**src/rtl/prsl_pkg.sv**
```systemverilog
// Constants, types and helpers shared by the reset and strap latch design.
//
// What this block does
// [RL1] An internal power-on reset brings the block up with no external reset.
// [RL2] A hardware reset or a software reset request each reset the block.
// [RL3] The board holds the external reset pin low for at least 1 us.
// [RL4] Hardware reset restores defaults and recaptures straps like power-up.
// [RL5] Strap pin levels are sampled while reset is active and select modes.
// [RL6] A five-bit address comes from five pins; values 0 to 31 are legal.
// [RL7] Unstrapped address bits 4 to 1 read low and bit 0 reads high.
// [RL8] Collision, first LED, carrier, receive error pull up; others down.
// [RL9] Autonegotiation wakes on; a high duplex strap allows full duplex.
// [RL10] LED strap sets the link LED mode, default 1, also by register.
// [RL11] Crossover is on by default; an external pulldown turns it off.
// [RL12] The interface strap defaults low for MII; a pullup selects RMII.
// [RL13] After reset the strap pins return to their normal signal functions.
// [RL14] With RMII strapped, the board supplies a 50 MHz reference clock.
// [RL15] Internal reset ends about 200 us after external reset release.
// [RL16] Captured straps hold unchanged until the next hardware or power-on reset; a software reset keeps them.
package prsl_pkg;

  // ------------------------------------------------------------------
  // Timing.
  // ------------------------------------------------------------------
  localparam int CLK_PERIOD_NS = 20;
  localparam int HW_RESET_MIN_NS = 1000;
  localparam int HW_RESET_CYC =
    (HW_RESET_MIN_NS + CLK_PERIOD_NS - 1) / CLK_PERIOD_NS;
  localparam int INT_RESET_US = 200;
  localparam int INT_RESET_CYC = INT_RESET_US * 1000 / CLK_PERIOD_NS;
  localparam int HOLD_MIN_CYC = 4;

  // ------------------------------------------------------------------
  // Strap pins.
  // ------------------------------------------------------------------
  localparam int NUM_STRAP = 9;
  localparam int PIN_COL = 0;
  localparam int PIN_RXD0 = 1;
  localparam int PIN_LINK_LED = 5;
  localparam int PIN_CRS = 6;
  localparam int PIN_RX_ER = 7;
  localparam int PIN_RX_DV = 8;
  localparam int ADDR_W = 5;
  localparam logic [NUM_STRAP-1:0] STRAP_PULLUP_MASK = 9'h0e1;
  localparam logic [NUM_STRAP-1:0] STRAP_DEFAULT = STRAP_PULLUP_MASK;

  // ------------------------------------------------------------------
  // Register map.
  // ------------------------------------------------------------------
  localparam int PADDR_W = 8;
  localparam logic [5:0] REG_PHY_CONTROL_REGISTER_IDX = 6'h19;
  localparam logic [5:0] REG_STRAP_IDX = 6'h1a;
  localparam logic [5:0] REG_RESET_IDX = 6'h1b;
  localparam logic [PADDR_W-1:0] ADDR_PHY_CONTROL_REGISTER = {REG_PHY_CONTROL_REGISTER_IDX, 2'b00};
  localparam logic [PADDR_W-1:0] ADDR_STRAP = {REG_STRAP_IDX, 2'b00};
  localparam logic [PADDR_W-1:0] ADDR_RESET = {REG_RESET_IDX, 2'b00};
  localparam int PHY_CONTROL_REGISTER_LED_LSB = 0;
  localparam int PHY_CONTROL_REGISTER_AN_BIT = 2;
  localparam int PHY_CONTROL_REGISTER_XO_BIT = 3;
  localparam int RESET_DONE_BIT = 0;
  localparam int RESET_SOFT_BIT = 15;
  localparam logic [1:0] LED_MODE_1 = 2'h1;
  localparam logic [1:0] LED_MODE_2 = 2'h2;

  typedef enum logic [1:0] {
    ST_HOLD = 2'b00,
    ST_WAIT = 2'b01,
    ST_RUN = 2'b11
  } prsl_state_e;

  function automatic logic [1:0] prsl_led_mode(input logic strap);
    prsl_led_mode = strap ? LED_MODE_1 : LED_MODE_2;
  endfunction

endpackage

```
**src/rtl/prsl_strap_if.sv**
```systemverilog
// Interface between the reset core and the strap capture stage.
`timescale 1ns/1ns
interface prsl_strap_if;
  import prsl_pkg::*;
  logic [NUM_STRAP-1:0] pinRaw;
  logic extRstRaw_n;
  logic sampleEn;
  logic [NUM_STRAP-1:0] pinSync;
  logic extRstSync_n;
  logic [NUM_STRAP-1:0] strapVal;
  modport cap (input pinRaw, extRstRaw_n, sampleEn,
               output pinSync, extRstSync_n, strapVal);
  modport core (output pinRaw, extRstRaw_n, sampleEn,
                input pinSync, extRstSync_n, strapVal);
endinterface

```
**src/rtl/prsl_strap_capture.sv**
```systemverilog
// Pin synchronisers and the strap capture register.
`timescale 1ns/1ns
module prsl_strap_capture (
  input wire logic clk,
  input wire logic arst_n,
  prsl_strap_if.cap sif
);
  import prsl_pkg::*;

  logic [NUM_STRAP-1:0] pinMeta_reg;
  logic [NUM_STRAP-1:0] pinSync_reg;
  logic rstMeta_reg;
  logic rstSync_reg;
  logic [NUM_STRAP-1:0] strap_reg;
  logic [NUM_STRAP-1:0] strap_next;

  // ------------------------------------------------------------------
  // Capture while sampling, hold otherwise.
  // ------------------------------------------------------------------
  always_comb begin
    strap_next = strap_reg;
    if (sif.sampleEn) begin
      strap_next = pinSync_reg; // [RL5] [RL16]
    end
  end

  always_ff @(posedge clk or negedge arst_n) begin
    if (!arst_n) begin
      pinMeta_reg <= STRAP_DEFAULT;
      pinSync_reg <= STRAP_DEFAULT;
      rstMeta_reg <= 1'b1;
      rstSync_reg <= 1'b1;
      strap_reg <= STRAP_DEFAULT;
    end else begin
      pinMeta_reg <= sif.pinRaw;
      pinSync_reg <= pinMeta_reg;
      rstMeta_reg <= sif.extRstRaw_n;
      rstSync_reg <= rstMeta_reg;
      strap_reg <= strap_next;
    end
  end

  assign sif.pinSync = pinSync_reg;
  assign sif.extRstSync_n = rstSync_reg;
  assign sif.strapVal = strap_reg;

endmodule // prsl_strap_capture

```
**src/rtl/prsl_phy_reset_strap_latch.sv**
```systemverilog
// Reset sequencer, strap latch, pin release and APB registers.
`timescale 1ns/1ns
module prsl_phy_reset_strap_latch #(
  parameter int INT_RESET_CYC = prsl_pkg::INT_RESET_CYC
) (
  input wire logic clk,
  input wire logic arst_n,
  input wire logic extResetPin_n,
  input wire logic [prsl_pkg::NUM_STRAP-1:0] strapPinIn,
  input wire logic [prsl_pkg::NUM_STRAP-1:0] funcOut,
  input wire logic [prsl_pkg::NUM_STRAP-1:0] funcOe,
  output logic [prsl_pkg::NUM_STRAP-1:0] strapPinOut,
  output logic [prsl_pkg::NUM_STRAP-1:0] strapPinOe,
  output logic [prsl_pkg::NUM_STRAP-1:0] pullUpSel,
  output logic pullEn,
  output logic [prsl_pkg::ADDR_W-1:0] phyAddress,
  output logic autonegEnable,
  output logic fullDuplexAllowed,
  output logic [1:0] ledMode,
  output logic crossoverEnable,
  output logic rmiiMode,
  output logic resetDone,
  input wire logic psel,
  input wire logic penable,
  input wire logic pwrite,
  input wire logic [prsl_pkg::PADDR_W-1:0] paddr,
  input wire logic [31:0] pwdata,
  output logic [31:0] prdata,
  output logic pready,
  output logic pslverr
);
  import prsl_pkg::*;

  if (INT_RESET_CYC < 1 || INT_RESET_CYC >= 65536) begin : g_chk
    $error("INT_RESET_CYC out of range");
  end

  localparam logic [5:0] HW_CYC = 6'(HW_RESET_CYC);
  localparam logic [2:0] HOLD_CYC = 3'(HOLD_MIN_CYC);
  localparam logic [15:0] WAIT_LAST = 16'(INT_RESET_CYC - 1);

  prsl_strap_if sif ();

  prsl_strap_capture u_cap (
    .clk(clk),
    .arst_n(arst_n),
    .sif(sif)
  );

  assign sif.pinRaw = strapPinIn;
  assign sif.extRstRaw_n = extResetPin_n;

  // ------------------------------------------------------------------
  // Hardware reset qualification.
  // ------------------------------------------------------------------
  logic [5:0] lowCnt_reg;
  logic [5:0] lowCnt_next;
  logic hwRst;

  always_comb begin
    lowCnt_next = 6'h00;
    if (!sif.extRstSync_n) begin
      lowCnt_next = (lowCnt_reg == HW_CYC) ? lowCnt_reg : lowCnt_reg + 6'h01;
    end
  end

  assign hwRst = (lowCnt_reg == HW_CYC); // [RL3]

  // ------------------------------------------------------------------
  // Reset sequencer.
  // ------------------------------------------------------------------
  prsl_state_e state_reg;
  prsl_state_e state_next;
  logic [2:0] holdCnt_reg;
  logic [2:0] holdCnt_next;
  logic [15:0] waitCnt_reg;
  logic [15:0] waitCnt_next;
  logic softReq;

  always_comb begin
    state_next = state_reg;
    holdCnt_next = 3'h0;
    waitCnt_next = 16'h0000;
    unique case (state_reg)
      ST_HOLD: begin
        holdCnt_next = (holdCnt_reg == HOLD_CYC) ? holdCnt_reg
                                                 : holdCnt_reg + 3'h1;
        if (!sif.extRstSync_n) begin
          holdCnt_next = 3'h0;
        end else if (holdCnt_reg == HOLD_CYC) begin
          state_next = ST_WAIT; // [RL1] [RL16]
        end
      end
      ST_WAIT: begin
        waitCnt_next = waitCnt_reg + 16'h0001;
        if (hwRst) begin
          state_next = ST_HOLD; // [RL2] [RL4]
        end else if (waitCnt_reg == WAIT_LAST) begin
          state_next = ST_RUN; // [RL15]
        end
      end
      ST_RUN: begin
        if (hwRst) begin
          state_next = ST_HOLD; // [RL2] [RL4]
        end else if (softReq) begin
          state_next = ST_WAIT; // [RL2]
        end
      end
      default: begin
        state_next = ST_HOLD;
      end
    endcase
  end

  assign sif.sampleEn = (state_reg == ST_HOLD); // [RL5]

  // ------------------------------------------------------------------
  // Control register and APB slave.
  // ------------------------------------------------------------------
  logic [1:0] ledMode_reg;
  logic [1:0] ledMode_next;
  logic autoneg_reg;
  logic autoneg_next;
  logic xo_reg;
  logic xo_next;
  logic [31:0] prdata_reg;
  logic [31:0] prdata_next;
  logic setup;
  logic wrAcc;
  logic hit;
  logic [NUM_STRAP-1:0] strap;

  assign strap = sif.strapVal;
  assign setup = psel && !penable;
  assign wrAcc = psel && penable && pwrite;
  assign hit = (paddr == ADDR_PHY_CONTROL_REGISTER) || (paddr == ADDR_STRAP)
            || (paddr == ADDR_RESET);
  assign softReq = wrAcc && (paddr == ADDR_RESET) && pwdata[RESET_SOFT_BIT];

  always_comb begin
    ledMode_next = ledMode_reg;
    autoneg_next = autoneg_reg;
    xo_next = xo_reg;
    if (state_reg == ST_HOLD || (softReq && state_reg == ST_RUN)) begin
      ledMode_next = prsl_led_mode(sif.pinSync[PIN_CRS]); // [RL10] [RL4]
      autoneg_next = 1'b1; // [RL9]
      xo_next = sif.pinSync[PIN_RX_ER]; // [RL11]
      if (state_reg != ST_HOLD) begin
        ledMode_next = prsl_led_mode(strap[PIN_CRS]);
        xo_next = strap[PIN_RX_ER];
      end
    end else if (wrAcc && paddr == ADDR_PHY_CONTROL_REGISTER) begin
      ledMode_next = pwdata[PHY_CONTROL_REGISTER_LED_LSB +: 2]; // [RL10]
      autoneg_next = pwdata[PHY_CONTROL_REGISTER_AN_BIT];
      xo_next = pwdata[PHY_CONTROL_REGISTER_XO_BIT];
    end
  end

  always_comb begin
    prdata_next = prdata_reg;
    if (setup) begin
      prdata_next = 32'h0000_0000;
      if (paddr == ADDR_PHY_CONTROL_REGISTER) begin
        prdata_next[PHY_CONTROL_REGISTER_LED_LSB +: 2] = ledMode_reg;
        prdata_next[PHY_CONTROL_REGISTER_AN_BIT] = autoneg_reg;
        prdata_next[PHY_CONTROL_REGISTER_XO_BIT] = xo_reg;
      end else if (paddr == ADDR_STRAP) begin
        prdata_next[NUM_STRAP-1:0] = strap;
      end else if (paddr == ADDR_RESET) begin
        prdata_next[RESET_DONE_BIT] = (state_reg == ST_RUN);
      end
    end
  end

  assign pready = 1'b1;
  assign pslverr = psel && penable && !hit;
  assign prdata = prdata_reg;

  // ------------------------------------------------------------------
  // Pin release.
  // ------------------------------------------------------------------
  logic [NUM_STRAP-1:0] pinOut_reg;
  logic [NUM_STRAP-1:0] pinOut_next;
  logic [NUM_STRAP-1:0] pinOe_reg;
  logic [NUM_STRAP-1:0] pinOe_next;
  logic pullEn_reg;
  logic pullEn_next;
  logic done_reg;
  logic done_next;

  always_comb begin
    pinOut_next = funcOut;
    pinOe_next = {NUM_STRAP{1'b0}};
    if (state_reg == ST_RUN) begin
      pinOe_next = funcOe; // [RL13]
    end
    pullEn_next = (state_next == ST_HOLD); // [RL7] [RL8]
    done_next = (state_next == ST_RUN);
  end

  always_ff @(posedge clk or negedge arst_n) begin
    if (!arst_n) begin
      lowCnt_reg <= 6'h00;
      state_reg <= ST_HOLD;
      holdCnt_reg <= 3'h0;
      waitCnt_reg <= 16'h0000;
      ledMode_reg <= LED_MODE_1;
      autoneg_reg <= 1'b1;
      xo_reg <= 1'b1;
      prdata_reg <= 32'h0000_0000;
      pinOut_reg <= {NUM_STRAP{1'b0}};
      pinOe_reg <= {NUM_STRAP{1'b0}};
      pullEn_reg <= 1'b1;
      done_reg <= 1'b0;
    end else begin
      lowCnt_reg <= lowCnt_next;
      state_reg <= state_next;
      holdCnt_reg <= holdCnt_next;
      waitCnt_reg <= waitCnt_next;
      ledMode_reg <= ledMode_next;
      autoneg_reg <= autoneg_next;
      xo_reg <= xo_next;
      prdata_reg <= prdata_next;
      pinOut_reg <= pinOut_next;
      pinOe_reg <= pinOe_next;
      pullEn_reg <= pullEn_next;
      done_reg <= done_next;
    end
  end

  assign strapPinOut = pinOut_reg;
  assign strapPinOe = pinOe_reg;
  assign pullUpSel = STRAP_PULLUP_MASK; // [RL7] [RL8]
  assign pullEn = pullEn_reg;
  assign phyAddress = strap[PIN_RXD0 +: 4] == 4'h0 && !strap[PIN_COL]
                    ? 5'h00 : {strap[PIN_RXD0 +: 4], strap[PIN_COL]}; // [RL6]
  assign fullDuplexAllowed = strap[PIN_LINK_LED]; // [RL9]
  assign rmiiMode = strap[PIN_RX_DV]; // [RL12] [RL14]
  assign autonegEnable = autoneg_reg;
  assign ledMode = ledMode_reg;
  assign crossoverEnable = xo_reg;
  assign resetDone = done_reg;
endmodule // prsl_phy_reset_strap_latch

```
**config.mk**
```make
export PLATFORM = sky130hd
export DESIGN_NAME = prsl_phy_reset_strap_latch
export DESIGN_NICKNAME = d
export VERILOG_FILES = /design/src/rtl/prsl_pkg.sv /design/src/rtl/prsl_strap_if.sv /design/src/rtl/prsl_strap_capture.sv /design/src/rtl/prsl_phy_reset_strap_latch.sv
export SDC_FILE = /design/constraint.sdc
export NUM_CORES = 1
export LEC_CHECK = 0
export ABC_AREA = 1
export BUFFER_PORTS_ARGS = -buffer_cell sky130_fd_sc_hd__buf_2
export CAP_MARGIN = 25
export CORE_UTILIZATION = 46
export CTS_BUF_LIST = sky130_fd_sc_hd__clkbuf_8
export CTS_CLUSTER_SIZE = 16
export DETAILED_ROUTE_END_ITERATION = 10
export PLACE_DENSITY = 0.76
export SYNTH_ARGS = -nofsm -noshare
export SYNTH_HDL_FRONTEND = slang
export SYNTH_SLANG_ARGS = --single-unit
export TNS_END_PERCENT = 1
```
**constraint.sdc**
```tcl
create_clock -name clk -period 1.2 [get_ports clk]
set_input_delay 0.06 -clock clk [delete_from_list [all_inputs] [get_ports clk]]
set_output_delay 0.06 -clock clk [all_outputs]
set_load 0.03 [all_outputs]
```
==> results of run 1 <==
==> layer usage <==
metal  track usage  share of wire
met5             0              0
met4        0.0436         0.0085
met3        0.0561          0.047
met2         0.343           0.52
met1         0.231           0.43
==> timing repair <==
action / CTS / global route
resized for setup: 4 / 31
setup endpoints to repair: 11 / 32
buffers inserted: 0 / 2
hold buffers: 30 / 0
endpoints found under the hold margin: 104 / 0
pin swaps: 0 / 6
==> how the worst max path moves through the flow <==
stage	start	endpoint	slack, ns	cells after the start
6_report	waitCnt_reg[1]	waitCnt_reg[14]	-0.22	8
5_1_grt	waitCnt_reg[1]	waitCnt_reg[14]	-0.32	8
4_1_cts	waitCnt_reg[1]	waitCnt_reg[14]	-0.17	8
3_5_place_dp	waitCnt_reg[1]	waitCnt_reg[14]	-0.17	8
3_3_place_gp	waitCnt_reg[0]	waitCnt_reg[14]	-0.13	8
2_1_floorplan	waitCnt_reg[0]	waitCnt_reg[14]	-0.07	8
==> final cells by class <==
| type | count | area (sq um) | share of cell area |
|---|---|---|---|
| Inverter | 52 | 198 | 0.0389 |
| Clock inverter | 7 | 67.6 | 0.0133 |
| Multi-Input combinational cell | 245 | 1320 | 0.259 |
| Tap cell | 102 | 128 | 0.0251 |
| Timing Repair Buffer | 144 | 995 | 0.196 |
| Clock buffer | 9 | 124 | 0.0244 |
| Sequential cell | 89 | 2250 | 0.443 |
==> per-stage QoR <==
step / power (W) / setup TNS [ns] / util
final: 0.00824 / -1.78 / 0.644
after detailed placement: 0.00603 / -0.593 / 0.566
after global routing: 0.00871 / -3.71 / 0.644
after global placement: 0.00594 / -0.309 / 0.566
after floorplan: 0.00526 / -0.152 / -
after CTS: 0.00810 / -0.723 / 0.630
==> worst max-delay path, stage by stage, from the launching register on <==
cell     delay, ns
dfrtp_1       0.42
ha_4          0.18
nand2_4       0.06
nor3_4        0.28
nand2_2       0.13
nor2_4        0.10
nand2_1       0.05
nand2_1       0.07
a21oi_2       0.03
==> report_power, final <==
group / switching, W / internal [W] / total, W
clock network: 0.00116 / 0.000810 / 0.00197
registers: 0.000279 / 0.00348 / 0.00376
logic: 0.00157 / 0.000933 / 0.00250
total: 0.00301 / 0.00523 / 0.00824
==> kinds of logic after synthesis <==
group / after synthesis
xor+xnor: 4
buf+inv: 92
compound gates: 46
fa+ha+maj: 5
simple gates: 157
flops: 89
other cells: 2
==> layout by cell type, fill, tap and decap left out, drive strengths merged, types with 2 or more instances in the layout <==
cell         count
nor3            10
nand3           20
o21ai           24
ha               5
xor2             3
dlygate4sd3     30
inv             56
conb            33
nand3b           4
buf            113
dfstp           18
o31ai            4
a31oi            3
a21oi           12
clkbuf          10
nor2            47
nand2           67
nand4            6
clkinv           2
dfrtp           71
==> summary.md, run 1 <==
| Metric | Value |
|---|---|
| Status | `complete, but fails checks` |
| Failing checks | `negative setup slack` |
| Simple-gate share of the synthesized area | `0.195` |
| Die width | `93.2 microns` |
| Worst hold start | `pwdata[0]` |
| Post-synthesis mux area share | `0` |
| Area grow syn2layout | `32.7%` |
| Number of I/O pins | `147` |
| Pre-CTS WS | `-0.173 ns` |
| Inst Count DP | `600` |
| DRT Wirelength | `7990 microns` |
| Setup-failing EPs final | `17` |
| Starting Density | `0.485` |
| Fin crit share | `1.18` |
| YS warnings | `0` |
| NumNets Final | `619` |
| Synthesis-stage register bit count | `89` |
| Slew Viols, Final | `0` |
| Worst-skew pair later-pin latency | `0.36 ns` |
| Yosys cell types | `35` |
| Vias per inst | `4.68` |
| Post-synth top cells | `71 x dfrtp_1, 61 x nand2_1, 45 x inv_1, 39 x nor2_1, 33 x buf_4` |
| Hold/Removal Path Class | `in2reg` |
| Tmin final | `1.42 ns` |
| F_max | `707 MHz` |
| Post-Layout Cell Count | `648` |
| R2r worst-path depth | `8` |
| DRT iter0 DRCs | `94` |
| RSZ-0062 raised after global routing | `yes` |
| Post-synth EDFFs | `0` |
| Leak | `2.60 nW` |
| CTS Sinks | `89` |
| Grt total ovfl | `0` |
| Routed WL per cell | `12.3 microns` |
| Register-to-Register Setup Slack | `-0.22 ns` |
| Compound-Gate Fraction of Synth Area | `0.0664` |
| ANT nets after route | `0` |
| Initial antenna violation count | `0` |
| Mapped Area | `3830 sq um` |
| Synth Area in Adders | `0.0164` |
| Routed vias | `3030` |
| DRT Pass-1 Iters | `6` |
| Hold WS | `0.0219 ns` |
| GRT Resource Usage Total | `0.193` |
| TritonCTS buffer count | `9` |
| CP arrival | `1.67 ns` |
| Crit Path Class | `reg2reg` |
| DR DRC count | `0` |
| Max FO, Critical Path | `4` |
| Startpoint types | `flip-flop` |
| Port buffer count | `86` |
| Max FFs per register | `16` |
| N_diodes | `0` |
| CTS tree | `yes` |
| Maxcap violations | `0` |
| HPWL Detailed | `5590 microns` |
| Die area | `8690 sq um` |
| Post-synth top area share | `0.464` |
| Final GP Congestion | `0.887` |
| Layout cells sized above 1 | `0.352` |
| Critical path capture point type | `flip-flop` |
| R2R Path End | `waitCnt_reg[14]` |
| Worst setup margin | `-0.215 ns` |
| Chip height | `93.2 microns` |
| Layout fillers | `649` |
| Post-synth top area cell | `dfrtp_1` |
| Worst R2R Start | `waitCnt_reg[1]` |
| Largest net degree at the start of global routing | `33` |
| Synth top area cells | `dfrtp_1 46%, dfstp_2 12%, buf_4 6.5%, nand2_1 6.0%, inv_1 4.4%` |
| Worst-path clk slew | `0.09 ns` |
| Post-synthesis cell count | `395` |
| Ys async rst share | `1.00` |
| Req. time, crit path | `1.46 ns` |
| Placed Area | `4460 sq um` |
| Hold Path Depth | `5` |
| Layout Skew | `0.00911 ns` |
| Largest family of logic cells by synthesized area | `simple AND/OR/NAND/NOR gates` |
| Most frequent cell after synthesis | `dfrtp_1` |
| Clock buffer depth | `2` |
| Final instance area | `5080 sq um` |
| VDD IR max | `0.000806 V` |
| CTS H-tree lvls | `3` |
| Fin. Hold Viols | `0` |
| Hold path endpoint | `ledMode[0]` |
| First-pass GRT wire length | `13000 microns` |
| Mapped Avg Cell Area | `9.69 sq um` |
| Core Region | `7890 sq um` |
| P per Cell Area | `1620 nW/um^2` |
| Std cell rows | `32` |
| Root buf cell | `clkbuf_8` |
| Share of the yosys chip area belonging to registers | `0.588` |
| Vias in the first global route | `2969` |
| Main synth FF type | `dfrtp_1` |
| XOR/XNOR share of the synthesized area | `0.00916` |
Note: power is estimated with default switching activity, not from simulation.
==> run 2, diff against run 1 <==
--- a/config.mk
+++ b/config.mk
@@ -13,6 +13,7 @@
 export CTS_CLUSTER_SIZE = 16
 export DETAILED_ROUTE_END_ITERATION = 10
 export PLACE_DENSITY = 0.76
+export REMOVE_ABC_BUFFERS = 1
 export SYNTH_ARGS = -nofsm -noshare
 export SYNTH_HDL_FRONTEND = slang
 export SYNTH_SLANG_ARGS = --single-unit
==> run 2 against run 1 <==
Net effect:
- the flow still finishes with violations (negative setup slack)
- sequential cell count stayed put
- global-route usage is 0.082 points lower
- design area is 1.0% lower
- utilization is 0.67 points lower
- first-iteration DRC count is 39% higher
- sequential share of layout area is 0.51 points higher
- non-clock buffer count stayed put
- worst hold slack hardly changed
- maximum frequency is 1.3% higher
- critical path type unchanged
- critical endpoint unchanged
- largest power group unchanged
==> summary.md, run 2 (synthesis results as in run 1) <==
| Metric | Value |
|---|---|
| Status | `complete, but fails checks` |
| Failing checks | `negative setup slack` |
| Die area | `8690 sq um` |
| Slew Viols, Final | `0` |
| Worst hold start | `pwdata[0]` |
| R2R Path End | `waitCnt_reg[14]` |
| Leak | `2.57 nW` |
| DR DRC count | `0` |
| Vias per inst | `4.76` |
| Layout Skew | `0.00874 ns` |
| CP startpoint | `waitCnt_reg[1]` |
| TritonCTS buffer count | `9` |
| Routed vias | `3083` |
| HPWL Detailed | `5430 microns` |
| Die width | `93.2 microns` |
| Layout cells sized above 1 | `0.346` |
| Delay of the slowest critical-path stage | `0.39 ns` |
| Std cell rows | `32` |
| Largest net degree at the start of global routing | `37` |
| Worst R2R Start | `waitCnt_reg[1]` |
| Initial antenna violation count | `0` |
| Tmin final | `1.40 ns` |
| Grt total ovfl | `0` |
| Crit path cell chain | `ha_2, nand2_4, nor3_4, nand2_2, nor2_2, nand2_1, nand2_1, a21oi_1` |
| Max FO, Critical Path | `4` |
| Leading cell type in the layout, fill and taps excluded | `buf_2` |
| Number of I/O pins | `147` |
| Maxcap violations | `0` |
| Area grow syn2layout | `31.4%` |
| Layout Utilization | `0.637` |
| Most frequent cells in the layout | `84 x buf_2, 69 x dfrtp_1, 59 x nand2_1, 44 x inv_1, 38 x nor2_1` |
| Register-to-Register Setup Slack | `-0.20 ns` |
| CTS tree | `yes` |
| Port buffer count | `86` |
| Starting Density | `0.485` |
| RSZ-0062 raised after global routing | `yes` |
| N_diodes | `0` |
| Clock buffer depth | `2` |
| Worst-skew pair later-pin latency | `0.35 ns` |
| Crit path buf inv count | `0` |
| CTS H-tree lvls | `3` |
| GRT Resource Usage Total | `0.192` |
| Hold path endpoint | `ledMode[0]` |
| Hold Path Depth | `5` |
| VDD IR max | `0.000693 V` |
| DRT Pass-1 Iters | `4` |
| Setup-failing EPs final | `18` |
| Crit-path slowest cell | `dfrtp_1` |
| NumNets Final | `619` |
| Max FFs per register | `16` |
| Most Frequent Cell on Critical Path | `nand2_1` |
| Final GP Congestion | `0.896` |
| Chip height | `93.2 microns` |
| ANT nets after route | `0` |
| Vias in the first global route | `2919` |
| Routed WL per cell | `12.3 microns` |
| Worst-path clk slew | `0.09 ns` |
| First-pass GRT wire length | `13000 microns` |
| Final Power | `0.00806 W` |
| Worst setup margin | `-0.198 ns` |
| R2r worst-path depth | `8` |
| Req. time, crit path | `1.45 ns` |
| Crit Path Class | `reg2reg` |
| DRT iter0 DRCs | `131` |
| CP arrival | `1.64 ns` |
| Fin crit share | `1.16` |
| P per Cell Area | `1600 nW/um^2` |
| Hold/Removal Path Class | `in2reg` |
| Startpoint types | `flip-flop` |
| Family with the most delay on the worst path | `simple AND/OR/NAND/NOR gates` |
| Fin. Hold Viols | `0` |
| CTS Sinks | `89` |
| DRT Wirelength | `7980 microns` |
| Root buf cell | `clkbuf_8` |
| F_max | `715 MHz` |
| Critical path capture point type | `flip-flop` |
| Core Region | `7890 sq um` |
run 2: cell type report:
class	instances	area, sq um
fill	644	2860
sequential	89	2250
inverter	52	195
tap	102	128
clock inverter	6	43.8
clock buffer	10	138
timing repair buffer	144	983
multi-input combinational	245	1290
run 2: metrics by stage:
| stage | setup slack [ns] | cell area (sq um) | instances | hold slack [ns] | setup TNS [ns] |
|---|---|---|---|---|---|
| 6_report | -0.198 | 5030 | 648 | 0.0216 | -1.41 |
| 5_1_grt | -0.273 | 5030 | 648 | 0.0422 | -3.14 |
| 4_1_cts | -0.199 | 4990 | 648 | 0.00110 | -0.854 |
| 3_5_place_dp | -0.188 | 4460 | 600 | -0.0456 | -1.11 |
| 3_3_place_gp | -0.116 | 4460 | 600 | -0.0500 | -0.391 |
| 2_1_floorplan | -0.118 | 3670 | 386 | -0.236 | -0.487 |
run 2: worst reg2reg max path, cell delays in order, from the launching register on:
cell and delay [ns]:
dfrtp_1 0.39, ha_2 0.23, nand2_4 0.07, nor3_4 0.24
nand2_2 0.11, nor2_2 0.11, nand2_1 0.05, nand2_1 0.06
a21oi_1 0.04
run 2: worst max path at each step:
stage / to / depth (start not counted) / slack [ns]
after detailed placement: waitCnt_reg[14] / 8 / -0.19
after global routing: waitCnt_reg[14] / 8 / -0.27
after CTS: waitCnt_reg[14] / 8 / -0.20
after global placement: waitCnt_reg[14] / 8 / -0.12
final: waitCnt_reg[14] / 8 / -0.20
after floorplan: waitCnt_reg[12] / 5 / -0.12
run 2: where the power goes:
part | internal [W] | switching [W]
clock | 0.000812 | 0.00106
sequential | 0.00349 | 0.000254
combinational | 0.000872 | 0.00157
run 2: what timing repair did:
| item | 4_1_cts | 5_1_grt |
|---|---|---|
| pin swaps | 4 | 3 |
| hold buffers | 30 | 0 |
| setup buffers | 2 | 0 |
| resized for setup | 10 | 11 |
| endpoints found under the setup margin | 18 | 26 |
| endpoints found under the hold margin | 103 | 0 |
run 2: metal layers:
| layer | part of all wire | up-vias | global-route usage |
|---|---|---|---|
| met5 | 0 | - | 0 |
| met2 | 0.52 | 121 | 0.341 |
| li1 | - | 1478 | - |
| met1 | 0.41 | 1472 | 0.228 |
| met3 | 0.057 | 12 | 0.0374 |
| met4 | 0.015 | 0 | 0.0769 |
